`src/boot_seq_pkg.sv`:
```
/*
  boot_seq_pkg: shared constants and types for the sensor boot / standby
  sequencer and its host-side controller.
  assumes a single 20 MHz clock shared by both ends.
*/
`default_nettype none
package boot_seq_pkg;
  // ----------------------------------------------------------------
  // clock and timing
  // ----------------------------------------------------------------
  localparam int CLK_HZ = 20000000;
  localparam int OTP_LOAD_CYCLES = 160000;
  localparam int PLL_LOCK_US = 1000;
  localparam int SUPPLY_SETTLE_US = 1000;
  localparam int PLL_LOCK_CYCLES = PLL_LOCK_US * (CLK_HZ / 1000000);
  localparam int SUPPLY_SETTLE_CYCLES =
    SUPPLY_SETTLE_US * (CLK_HZ / 1000000);
  localparam int CNT_W = 18;
  localparam logic [CNT_W-1:0] CNT_ZERO = 18'h00000;
  localparam logic [CNT_W-1:0] CNT_ONE = 18'h00001;

  // ----------------------------------------------------------------
  // device states
  // ----------------------------------------------------------------
  typedef enum logic [2:0] {
    DEV_HARD_STBY = 3'b000,
    DEV_OTP_LOAD = 3'b001,
    DEV_SOFT_STBY = 3'b011,
    DEV_PLL_LOCK = 3'b010,
    DEV_STREAM = 3'b110,
    DEV_DRAIN = 3'b111
  } dev_state_t;

  // ----------------------------------------------------------------
  // host states
  // ----------------------------------------------------------------
  typedef enum logic [2:0] {
    HOST_OFF = 3'b000,
    HOST_SETTLE = 3'b001,
    HOST_BOOT_WAIT = 3'b011,
    HOST_IDLE = 3'b111,
    HOST_STARTING = 3'b110,
    HOST_RUN = 3'b100,
    HOST_STOPPING = 3'b101
  } host_state_t;
endpackage : boot_seq_pkg
`default_nettype wire

```
`src/boot_seq_if.sv`:
```
/*
  boot_seq_if: the pins between the host controller and the sensor
  sequencer: active-low chip reset, the stream-run select write strobe,
  and the device's status lines back to the host.
  assumes both ends sit on the same clock.
*/
`timescale 1ns/1ns
`default_nettype none
interface boot_seq_if;
  logic chip_reset_n;
  logic mode_wr;
  logic mode_wdata;
  logic line_stop;
  logic boot_done;
  logic pll_locked;
  logic streaming;
  logic frame_end;
  logic line_end;

  modport device (
    input chip_reset_n, mode_wr, mode_wdata, line_stop,
    output boot_done, pll_locked, streaming, frame_end, line_end
  );
  modport host (
    output chip_reset_n, mode_wr, mode_wdata, line_stop,
    input boot_done, pll_locked, streaming, frame_end, line_end
  );
endinterface : boot_seq_if
`default_nettype wire

```
`src/sensor_boot_standby_sequencer.sv`:
```
/*
  sensor_boot_standby_sequencer: device end. walks hard standby, one-time
  programmable memory load, software standby, pll lock and streaming, and
  leaves streaming on a standby write only at a frame or line boundary; reset low ends it at once.
  assumes chip reset and writes come from logic on the same clock; the
  reset pin is still treated as asynchronous to be safe.
*/
// Notes on behaviour
// RULE1: host holds reset low during supply ramp
// RULE2: clock may start anytime during power-up
// RULE3: reset released at least 1.0 ms later
// RULE4: boot starts on reset release
// RULE5: memory load done within 160000 cycles
// RULE6: host waits 160000 cycles before transactions
// RULE7: pll locks within 1.0 ms, then stream
// RULE8: host stops streaming before asserting reset; the host controller asserts it at once on a supply drop, even while streaming
// RULE9: writing 0 to mode select enters standby
// RULE10: stop only at frame or line end
// RULE11: reset low holds hard standby
// RULE12: reset asserted before supplies removed
// RULE13: boot-done flag readable by host
`timescale 1ns/1ns
`default_nettype none
module sensor_boot_standby_sequencer #(
  parameter int OTP_CYCLES = boot_seq_pkg::OTP_LOAD_CYCLES,
  parameter int LOCK_CYCLES = boot_seq_pkg::PLL_LOCK_CYCLES,
  parameter int LINE_CYCLES = 64,
  parameter int FRAME_LINES = 16
) (
  // clock and reset
  input wire logic clock_i,
  input wire logic srst_i,
  // link to host
  boot_seq_if.device link,
  // user side
  output logic one_time_prog_memory_load_o,
  output logic pll_enable_o,
  output logic hard_standby_o
);
  // ----------------------------------------------------------------
  // reset pin synchroniser
  // ----------------------------------------------------------------
  // the pin may come from another domain, so it is never used raw
  logic [2:0] rst_sync;
  logic rst_low;
  always_ff @(posedge clock_i) begin
    if (srst_i) begin
      rst_sync <= 3'h0;
      rst_low <= 1'b1;
    end else begin
      rst_sync <= {rst_sync[1:0], link.chip_reset_n};
      // a change counts once the last two stages agree
      if (rst_sync[2] == rst_sync[1]) begin
        rst_low <= ~rst_sync[2];
      end
    end
  end

  // ----------------------------------------------------------------
  // state machine
  // ----------------------------------------------------------------
  boot_seq_pkg::dev_state_t state, next_state;
  logic [boot_seq_pkg::CNT_W-1:0] cnt, next_cnt;
  logic [7:0] line_cnt;
  logic [7:0] line_idx;
  logic line_stop_cfg;

  wire run_wr = link.mode_wr & link.mode_wdata;
  wire stop_wr = link.mode_wr & ~link.mode_wdata;
  wire at_line_end = (line_cnt == 8'(LINE_CYCLES - 1));
  wire at_frame_end = at_line_end & (line_idx == 8'(FRAME_LINES - 1));
  wire at_boundary = line_stop_cfg ? at_line_end : at_frame_end; // [RULE10]
  wire cnt_done = (cnt == boot_seq_pkg::CNT_ZERO);

  always_comb begin
    next_state = state;
    next_cnt = cnt;
    if (cnt != boot_seq_pkg::CNT_ZERO) begin
      next_cnt = cnt - boot_seq_pkg::CNT_ONE;
    end
    unique case (state)
      boot_seq_pkg::DEV_HARD_STBY: begin
        next_state = boot_seq_pkg::DEV_OTP_LOAD; // [RULE4]
        next_cnt = boot_seq_pkg::CNT_W'(OTP_CYCLES - 1); // [RULE5]
      end
      boot_seq_pkg::DEV_OTP_LOAD: begin
        if (cnt_done) begin
          next_state = boot_seq_pkg::DEV_SOFT_STBY;
        end
      end
      boot_seq_pkg::DEV_SOFT_STBY: begin
        if (run_wr) begin
          next_state = boot_seq_pkg::DEV_PLL_LOCK;
          next_cnt = boot_seq_pkg::CNT_W'(LOCK_CYCLES - 1); // [RULE7]
        end
      end
      // a stop in the lock wait needs no drain: no frame has begun
      boot_seq_pkg::DEV_PLL_LOCK: begin
        if (stop_wr) begin
          next_state = boot_seq_pkg::DEV_SOFT_STBY;
        end else if (cnt_done) begin
          next_state = boot_seq_pkg::DEV_STREAM; // [RULE7]
        end
      end
      boot_seq_pkg::DEV_STREAM: begin
        if (stop_wr) begin
          next_state = boot_seq_pkg::DEV_DRAIN; // [RULE9]
        end
      end
      // a run write in the drain resumes with no new lock wait
      boot_seq_pkg::DEV_DRAIN: begin
        if (run_wr) begin
          next_state = boot_seq_pkg::DEV_STREAM;
        end else if (at_boundary) begin
          next_state = boot_seq_pkg::DEV_SOFT_STBY; // [RULE10]
        end
      end
      default: begin
        next_state = boot_seq_pkg::DEV_HARD_STBY;
      end
    endcase
    // reset low beats any write, so nothing can leave hard standby
    if (rst_low) begin
      next_state = boot_seq_pkg::DEV_HARD_STBY; // [RULE11]
      next_cnt = boot_seq_pkg::CNT_ZERO;
    end
  end

  always_ff @(posedge clock_i) begin
    if (srst_i) begin
      state <= boot_seq_pkg::DEV_HARD_STBY;
      cnt <= boot_seq_pkg::CNT_ZERO;
    end else begin
      state <= next_state;
      cnt <= next_cnt;
    end
  end

  // ----------------------------------------------------------------
  // frame timing and configuration
  // ----------------------------------------------------------------
  // counters run only while pixels flow, so each start opens on
  // the first line of a fresh frame
  // limitation: line and frame sizes above 256 overflow the counters
  wire timing_run = (state == boot_seq_pkg::DEV_STREAM) ||
    (state == boot_seq_pkg::DEV_DRAIN);
  wire [7:0] next_line_cnt = at_line_end ? 8'h00 : line_cnt + 8'h01;
  wire [7:0] next_line_idx = at_frame_end ? 8'h00 :
    (at_line_end ? line_idx + 8'h01 : line_idx);

  always_ff @(posedge clock_i) begin
    if (srst_i || !timing_run) begin
      line_cnt <= 8'h00;
      line_idx <= 8'h00;
    end else begin
      line_cnt <= next_line_cnt;
      line_idx <= next_line_idx;
    end
  end

  // the stop mode is held during the drain so a change there cannot move the stop boundary
  always_ff @(posedge clock_i) begin
    if (srst_i || rst_low) begin
      line_stop_cfg <= 1'b0;
    end else begin
      if (state != boot_seq_pkg::DEV_DRAIN) begin
        line_stop_cfg <= link.line_stop;
      end
    end
  end

  // ----------------------------------------------------------------
  // registered outputs
  // ----------------------------------------------------------------
  // outputs except frame_end and line_end follow the next state so they change with the state flops
  wire next_booted = (next_state != boot_seq_pkg::DEV_HARD_STBY) &&
    (next_state != boot_seq_pkg::DEV_OTP_LOAD);
  wire next_live = (next_state == boot_seq_pkg::DEV_STREAM) ||
    (next_state == boot_seq_pkg::DEV_DRAIN);
  wire next_pll_on = next_live ||
    (next_state == boot_seq_pkg::DEV_PLL_LOCK);
  wire next_loading = (next_state == boot_seq_pkg::DEV_OTP_LOAD);
  wire next_hard = (next_state == boot_seq_pkg::DEV_HARD_STBY);

  always_ff @(posedge clock_i) begin
    if (srst_i) begin
      link.boot_done <= 1'b0;
      link.pll_locked <= 1'b0;
      link.streaming <= 1'b0;
      link.frame_end <= 1'b0;
      link.line_end <= 1'b0;
      one_time_prog_memory_load_o <= 1'b0;
      pll_enable_o <= 1'b0;
      hard_standby_o <= 1'b1;
    end else begin
      link.boot_done <= next_booted; // [RULE13]
      link.pll_locked <= next_live; // [RULE7]
      link.streaming <= next_live;
      link.frame_end <= timing_run & at_frame_end;
      link.line_end <= timing_run & at_line_end;
      one_time_prog_memory_load_o <= next_loading; // [RULE5]
      pll_enable_o <= next_pll_on; // [RULE7]
      hard_standby_o <= next_hard; // [RULE11]
    end
  end
endmodule : sensor_boot_standby_sequencer
`default_nettype wire

```
`src/flat_wrapper.sv`:
```
// flat-port wrapper written by rule: the top's interface ports become plain ports
module sensor_boot_standby_sequencer_flat 
#(
  parameter int OTP_CYCLES = boot_seq_pkg::OTP_LOAD_CYCLES,
  parameter int LOCK_CYCLES = boot_seq_pkg::PLL_LOCK_CYCLES,
  parameter int LINE_CYCLES = 64,
  parameter int FRAME_LINES = 16
)
  (clock_i, srst_i, one_time_prog_memory_load_o, pll_enable_o, hard_standby_o, link_chip_reset_n, link_mode_wr, link_mode_wdata, link_line_stop, link_boot_done, link_pll_locked, link_streaming, link_frame_end, link_line_end);
  boot_seq_if link_i ();
  input wire logic clock_i;
  input wire logic srst_i;
  output logic one_time_prog_memory_load_o;
  output logic pll_enable_o;
  output logic hard_standby_o;
  input wire logic [$bits(link_i.chip_reset_n)-1:0] link_chip_reset_n;
  input wire logic [$bits(link_i.mode_wr)-1:0] link_mode_wr;
  input wire logic [$bits(link_i.mode_wdata)-1:0] link_mode_wdata;
  input wire logic [$bits(link_i.line_stop)-1:0] link_line_stop;
  output wire logic [$bits(link_i.boot_done)-1:0] link_boot_done;
  output wire logic [$bits(link_i.pll_locked)-1:0] link_pll_locked;
  output wire logic [$bits(link_i.streaming)-1:0] link_streaming;
  output wire logic [$bits(link_i.frame_end)-1:0] link_frame_end;
  output wire logic [$bits(link_i.line_end)-1:0] link_line_end;
  assign link_i.chip_reset_n = link_chip_reset_n;
  assign link_i.mode_wr = link_mode_wr;
  assign link_i.mode_wdata = link_mode_wdata;
  assign link_i.line_stop = link_line_stop;
  assign link_boot_done = link_i.boot_done;
  assign link_pll_locked = link_i.pll_locked;
  assign link_streaming = link_i.streaming;
  assign link_frame_end = link_i.frame_end;
  assign link_line_end = link_i.line_end;
  sensor_boot_standby_sequencer #(.OTP_CYCLES(OTP_CYCLES), .LOCK_CYCLES(LOCK_CYCLES), .LINE_CYCLES(LINE_CYCLES), .FRAME_LINES(FRAME_LINES)) u_core (.clock_i(clock_i), .srst_i(srst_i), .link(link_i), .one_time_prog_memory_load_o(one_time_prog_memory_load_o), .pll_enable_o(pll_enable_o), .hard_standby_o(hard_standby_o));
endmodule
```
`config.mk`:
```
export PLATFORM = sky130hd
export DESIGN_NAME = sensor_boot_standby_sequencer_flat
export DESIGN_NICKNAME = d
export VERILOG_FILES = /design/src/boot_seq_pkg.sv /design/src/boot_seq_if.sv /design/src/sensor_boot_standby_sequencer.sv /design/src/flat_wrapper.sv
export SDC_FILE = /design/constraint.sdc
export NUM_CORES = 1
export LEC_CHECK = 0
export ABC_AREA = 1
export BUFFER_PORTS_ARGS = -buffer_cell sky130_fd_sc_hd__buf_2
export CORE_MARGIN = 2
export CORE_UTILIZATION = 35
export CTS_CLUSTER_DIAMETER = 80
export DETAILED_ROUTE_END_ITERATION = 8
export HOLD_SLACK_MARGIN = 0.15
export PLACE_DENSITY = 0.58
export REMOVE_ABC_BUFFERS = 1
export SYNTH_ARGS = -nofsm -noshare
export SYNTH_HDL_FRONTEND = slang
export SYNTH_SLANG_ARGS = --single-unit
```
`constraint.sdc`:
```
create_clock -name clock_i -period 1.5 [get_ports clock_i]
set_input_delay 0.15 -clock clock_i [delete_from_list [all_inputs] [get_ports clock_i]]
set_output_delay 0.15 -clock clock_i [all_outputs]
set_load 0.05 [all_outputs]
```
==> results of run 1 <==
==> final cells by class <==
class	count	area, sq um	area share, %
Clock buffer	5	68.8	2.30
Clock inverter	2	35.0	1.17
Inverter	53	199	6.65
Multi-Input combinational cell	234	1240	41.5
Sequential cell	49	986	33.0
Tap cell	80	100	3.35
Timing Repair Buffer	49	359	12.0
==> critical path, cell delays in order (launching register included) <==
cell     delay [ns]
dfxtp_1        0.35
nor2_1         0.15
nand2_1        0.13
nor2_4         0.14
nand3_4        0.10
buf_12         0.15
o21ai_4        0.13
nand2_1        0.06
nand2_1        0.06
nor2_1         0.03
==> through the flow <==
stage / setup slack (ns) / util (%) / hold WS [ns] / cell area [sq um] / cells
floorplan: -0.270 / - / 0.221 / 2340 / 336
global placement: 0.0225 / 41.0 / 0.361 / 2740 / 458
detailed placement: -0.0343 / 41.0 / 0.361 / 2740 / 458
CTS: 0.00434 / 43.1 / 0.159 / 2880 / 468
global route: -0.0262 / 44.8 / 0.181 / 2990 / 472
finish: 0.0888 / 44.8 / 0.164 / 2990 / 472
==> registers in the layout, summed over array words and instances, names as in the netlist, 3 cells and up <==
| name | count |
|---|---|
| u_core.cnt | 18 |
| u_core.line_cnt | 8 |
| u_core.line_idx | 8 |
| u_core.rst_sync | 3 |
| u_core.state | 3 |
==> cells in the mapped netlist <==
library cell | instances | share of area [%]
buf_4 | 2 | 0.63
ha_1 | 3 | 1.6
a211oi_1 | 1 | 0.32
o21ai_4 | 1 | 0.68
buf_6 | 1 | 0.47
nor2_2 | 3 | 0.79
inv_1 | 51 | 8.1
xor2_1 | 3 | 1.1
nand3_2 | 3 | 1.3
nor3_1 | 7 | 1.5
or2_2 | 4 | 1.1
o21ai_2 | 1 | 0.37
o211ai_1 | 2 | 0.63
or2_0 | 1 | 0.26
inv_2 | 2 | 0.32
nor2_4 | 2 | 0.95
o21ai_0 | 6 | 1.3
nor2_1 | 63 | 10
nor3b_1 | 1 | 0.32
nand3_1 | 16 | 3.4
a31o_2 | 1 | 0.37
o21bai_1 | 1 | 0.32
xnor2_1 | 3 | 1.1
nand2_2 | 2 | 0.53
nand4_1 | 16 | 4.2
nor3_2 | 1 | 0.42
a31oi_1 | 4 | 1.1
nand2_1 | 66 | 10
a21oi_1 | 20 | 4.2
dfxtp_1 | 49 | 41
maj3_1 | 1 | 0.42
and3_1 | 1 | 0.26
buf_2 | 1 | 0.21
nand3b_1 | 1 | 0.32
==> cell usage in the layout, fill, tap and decap left out, types with 13 or more instances in the layout <==
master / instances
a21oi_1: 20
buf_2: 13
buf_4: 31
dfxtp_1: 45
inv_1: 49
nand2_1: 63
nand3_1: 16
nand4_1: 16
nor2_1: 58
==> layer usage <==
layer	GRT usage, %	vias up	routed length, um	share of wire (%)
li1	-	1190	-	-
met1	19.1	1018	2510	47
met3	2.95	7	124	2.3
met5	0	-	0	0
met2	24.8	24	2630	49
met4	3.84	0	63	1.2
==> power by group through the flow <==
stage	combinational [mW]	sequential, mW	clock [mW]
after floorplan	0.0282	1.34	0
after global placement	0.0517	1.34	0
after detailed placement	0.0526	1.34	0
after CTS	0.0589	1.31	0.940
after global routing	0.0680	1.31	0.976
final	0.0612	1.31	0.913
==> worst max path at each step <==
| stage | startpoint | end | cells after the start |
|---|---|---|---|
| after floorplan | u_core.line_cnt[0] | u_core.line_idx[4] | 8 |
| after global placement | u_core.line_cnt[1] | u_core.pll_enable_o | 11 |
| after detailed placement | u_core.line_cnt[1] | u_core.pll_enable_o | 11 |
| after CTS | u_core.line_cnt[0] | u_core.pll_enable_o | 11 |
| after global routing | u_core.line_cnt[0] | u_core.pll_enable_o | 11 |
| final | u_core.cnt[11] | u_core.one_time_prog_memory_load_o | 9 |
==> kinds of logic after synthesis <==
logic type,after synthesis,synth area share (%)
AOI/OAI and AO/OA,37,9.22
xor gates and xnor gates,6,2.21
adders and majority gates,4,2.00
buffers and inverters,57,9.69
DFF,49,41.3
and+or+nand+nor,187,35.6
==> what timing repair did <==
| item | CTS | global route |
|---|---|---|
| hold endpoints to repair | 4 | 0 |
| hold buffers | 3 | 0 |
| setup buffers | 0 | 4 |
| pin swaps | 0 | 4 |
| resized for setup | 3 | 23 |
| setup endpoints to repair | 4 | 28 |
==> summary.txt, run 1 <==
Floorplan
  – Chip height: 86.4 um
  – Die Area: 7460 sq um
  – IO Count: 14
  – Initial Util: 35.6%
  – Die width: 86.4 um
  – Std-Cell Core Area: 6680 sq um
  – Site row count: 30

Power
  – Total Power: 2.28 mW
  – Sw Ratio: between 20% and 30%
  – Pwr Density: 762 nW/um^2
  – NetSw: roughly 0.46 mW
  – Clk network pwr share: between 40% and 50%
  – Seq pwr share: 57.3%
  – Logic pwr share: 2.7%
  – Internal power: 1.82 mW
  – Peak supply drop: 0.435 mV
  – P_leak: 1.30 nW

Critical path
  – Worst R2R Setup Slack: 0.09 ns
  – CP endpoint kind: flip-flop
  – Reg2reg path depth: 9
  – Critical Setup Path Class: reg2reg
  – Worst r2r dst: u_core.one_time_prog_memory_load_o
  – Worst reg2reg path startpoint: u_core.cnt[11]
  – CP Data Arrival Time: 1.60 ns
  – Type of origin of the critical path: flip-flop
  – Worst path required time: 1.69 ns
  – CP max FO: 9

Synthesis
  – Sequential fraction of the synthesis area: 41.3%
  – Syn Std Cell Area: 2380 sq um
  – Yosys warnings: 0
  – Post-synth cell types: 34
  – #FFs+latches synth: 49
  – Cells after Synth: 340
  – Synth Area per Inst: 6.99 sq um

Run status
  – Status: finished, final reports clean

Route
  – Vias/cell: between 4 and 5
  – Post-route ant nets: 0
  – Routed WL: 5330 um
  – Vias: between 2,000 and 2,500
  – Starting DRT DRC Count: 68
  – DRC violations left: 0
  – DRT Pass-1 Iters: 4
  – Detailed-route wire length per cell: 11.3 um

Final layout
  – # diodes: 0
  – Fin nets: 401
  – Layout cell share with drive strength beyond 1: 23.5%
  – Fillcell total: 700
  – Synth-to-layout area growth: 25.9%

Clock tree
  – Inserted Clock Buffers: 5
  – Clk_lat worst skew: 0.30 ns
  – Clock root cell: clkbuf_8
  – TritonCTS sink count: 49
  – Worst-path clk slew: 0.09 ns
  – H-tree depth: 2
  – CTS tree: yes
  – CTS max path bufs: 2

Global routing
  – Vias in the first global route: approximately 2,100
  – Pin count of the biggest net entering global routing: 15
  – First-pass GRT wire length: 8910 um
  – Global route overflow: 0
  – Tot GR Track Use: around 15%
  – Antenna violations before repair: 0

Place
  – GPL Wtd Cong: 0.858
  – DPL Wire Length: approximately 4000 um
  – IO buf count: 13

Min path
  – Worst Hold Path EP: u_core.line_stop_cfg
  – Worst hold path depth: 3
  – Worst Hold Class: in2reg
  – Hold path start: link_line_stop

Flow run
  – Max Cap Viol: 0

Timing
  – Final Cycle Share: between 90% and 100%
  – Worst slew margin: 81.0%
  – Worst-margin pin slew: about 0.28 ns
  – Fmax: 709 MHz
  – Final hold violation count: 0
  – Total negative slack: 0 ns
  – Min Tclk post-route: around 1.4 ns
  – RSZ-0062 raised after global routing: yes
  – Final Max Tran Viols: 0
  – Clock Skew: between 0.007 and 0.008 ns
  – Final setup fails: 0
Note: power is estimated with default switching activity, not from simulation.
==> inputs of run 2 (changes only) <==
Settings changed: CELL_PAD_IN_SITES_DETAIL_PLACEMENT from default to 1, CELL_PAD_IN_SITES_GLOBAL_PLACEMENT from default to 1, PLACE_DENSITY 0.58 to 0.73.
==> run 2 against run 1 <==
  * First-iteration DRC count shrank 43%
  * Global-route usage increased by 3.2 points
  * Largest cell class unchanged
  * Combinational power is 9.6% higher
  * Sequential power barely moved
  * Via count increased by 4.5%
  * Power is 5.6% lower
  * Final cell count is 1.1% higher
  * Worst hold slack improved by 0.021 ns
  * Register-to-register slack lost 0.05 ns
  * Count of clock-buffer cells in the layout grew 2
==> summary.txt, run 2 (synthesis results as in run 1) <==
Run status
  – Status: finished, final reports clean

Power
  – P_leak: 1.35 nW (+4.1%)
  – Pwr Density: 701 nW/um^2 (-8.1%)
  – Peak supply drop: 0.510 mV (+17%)

Timing
  – Fmax: 684 MHz (-3.4%)
  – Final Max Tran Viols: 0 (unchanged)
  – Worst slew margin: 75.5% (-5.5 points)
  – Final Cycle Share: 97.4% (+3.3 points)
  – Clock Skew: 0.0108 ns (+0.00327 ns)
  – Min Tclk post-route: 1.46 ns (+0.0499 ns)
  – Worst-margin pin slew: 0.366 ns (+0.0827 ns)
  – Final worst setup slack: 0.0388 ns (-0.0499 ns)
  – Final setup fails: 0 (unchanged)
  – Final hold violation count: 0 (unchanged)
  – RSZ-0062 raised after global routing: yes

Final layout
  – Register bank with the most flops: u_core.cnt
  – Layout cell share with drive strength beyond 1: 28.0% (+4.5 points)
  – Biggest regs: u_core.cnt: 18 flops, u_core.line_cnt: 8 flops, u_core.line_idx: 8 flops
  – Most frequent cells in the layout: 60 x nand2_1, 50 x nor2_1, 48 x inv_1, 43 x dfxtp_1, 34 x buf_4
  – Multi-input gate area in the final layout: 1330 sq um (+6.9%)
  – Largest register FFs: 18 (unchanged)
  – Commonest non-fill, non-tap cell in the layout: nand2_1
  – Fin nets: 405 (+1.0%)
  – Final design utilization: 46.0% (+1.2 points)
  – Fillcell total: 883 (+26%)
  – Storage cell area: 988 sq um (+0.25%)
  – # diodes: 0 (unchanged)
  – Synth-to-layout area growth: 29.3%

Critical path
  – Type of origin of the critical path: flip-flop
  – Worst R2R Setup Slack: 0.04 ns (-0.05 ns)
  – CP cell instances: ha_4 -> nand2_1 -> inv_2 -> nand2_4 -> nor2_4 -> buf_6 -> buf_4 -> nand3_2 -> nor2_1 -> nor2_1 -> nor3_1
  – CP max FO: 4 (-5)
  – Critical Setup Path Class: reg2reg
  – CP Data Arrival Time: 1.70 ns (+0.10 ns)
  – CP endpoint kind: flip-flop
  – CP peak stage delay: 0.37 ns (+0.02 ns)
  – Worst path required time: 1.74 ns (+0.05 ns)
  – Worst path most repeated cell: nor2_1
  – Worst path slowest cell: dfxtp_2

Floorplan
  – Initial Util: 35.6% (unchanged)
  – Die Area: 7460 sq um (unchanged)
  – Site row count: 30 (unchanged)
  – Std-Cell Core Area: 6680 sq um (unchanged)
  – Chip height: 86.4 um (unchanged)
  – IO Count: 14 (unchanged)
  – Die width: 86.4 um (unchanged)

Clock tree
  – Worst-path clk slew: 0.09 ns (about the same)
  – CTS tree: yes
  – Inserted Clock Buffers: 5 (unchanged)
  – Clk_lat worst skew: 0.31 ns (about the same)
  – CTS max path bufs: 2 (unchanged)
  – TritonCTS sink count: 49 (unchanged)
  – H-tree depth: 2 (unchanged)
  – Clock root cell: clkbuf_8

Place
  – IO buf count: 13 (unchanged)
  – GPL Wtd Cong: 0.870 (+1.4%)
  – Dpl ws: -0.0501 ns (-0.0158 ns)
  – DPL Wire Length: 4830 um (+21%)

Global routing
  – Global route overflow: 0 (unchanged)
  – Tot GR Track Use: 17.9% (+3.2 points)
  – Antenna violations before repair: 0 (unchanged)
  – Vias in the first global route: 2,334 (+13%)
  – First-pass GRT wire length: 10,700 um (+20%)
  – Pin count of the biggest net entering global routing: 15 (unchanged)

Min path
  – Worst Hold Class: in2reg

Route
  – Vias: 2,340 (+4.5%)
  – DRT Pass-1 Iters: 4 (unchanged)
  – DRC violations left: 0 (unchanged)
  – Detailed-route wire length per cell: 13.6 um (+21%)
  – Vias/cell: 4.91 (+3.4%)
  – Starting DRT DRC Count: 39 (-43%)
  – Post-route ant nets: 0 (unchanged)
  – Routed WL: 6490 um (+22%)

Flow run
  – Max Cap Viol: 0 (unchanged)
==> run 2: report_power, final <==
part / internal (mW) / switching, mW / total (mW)
Sequential: 1.30 / 0.00215 / 1.31
Clock: 0.331 / 0.449 / 0.781
Combinational: 0.0291 / 0.0379 / 0.0671
==> run 2: critical path: cells and delay by family, from the launching register on <==
family                     cells  cell delay (ns)
buffers and inverters          3             0.30
DFF                            1             0.37
and+or+nand+nor                7             0.60
adders and majority gates      1             0.14
==> run 2: worst paths after layout <==
check / start / endpoint / cells after the start
min: srst_i / u_core.rst_low / 3
max: u_core.line_cnt[0] / u_core.line_idx[4] / 11
min reg2reg: u_core.rst_sync[0] / u_core.rst_sync[1] / 2
max reg2reg: u_core.line_cnt[0] / u_core.line_idx[4] / 11
==> run 2: per-layer routing <==
metal	vias to the layer above	share of wire, %	global-route usage (%)
li1	1201	-	-
met1	1102	46	22.5
met2	25	49	29.8
met3	12	2.6	3.33
met4	0	2.6	7.53
met5	-	0	0
==> run 2: layout make-up <==
class                   instances  area share [%]
multi-input cells             235            43.3
well taps                      80            3.26
repair buffers                 52            12.1
clock buffers                   7            2.48
clock inverters                 1           0.244
flip-flops and latches         49            32.2
inverters                      53            6.48
==> run 2: repair_timing <==
item	in CTS	in global routing
resized for setup	7	42
gates cloned	0	1
endpoints found under the setup margin	17	37
endpoints found under the hold margin	5	0
hold buffers	4	0
pin swaps	1	9
buffers inserted	0	3
==> run 2: per-stage QoR <==
step | TNS (ns) | hold WS, ns | power (mW) | area, sq um | std cells
floorplan | -3.79 | 0.221 | 1.36 | 2340 | 336
global placement | -0.0166 | 0.359 | 1.39 | 2750 | 461
detailed placement | -0.150 | 0.365 | 1.39 | 2750 | 461
CTS | -0.0119 | 0.183 | 2.18 | 2900 | 473
global route | -0.186 | 0.226 | 2.24 | 3070 | 477
finish | 0 | 0.185 | 2.15 | 3070 | 477
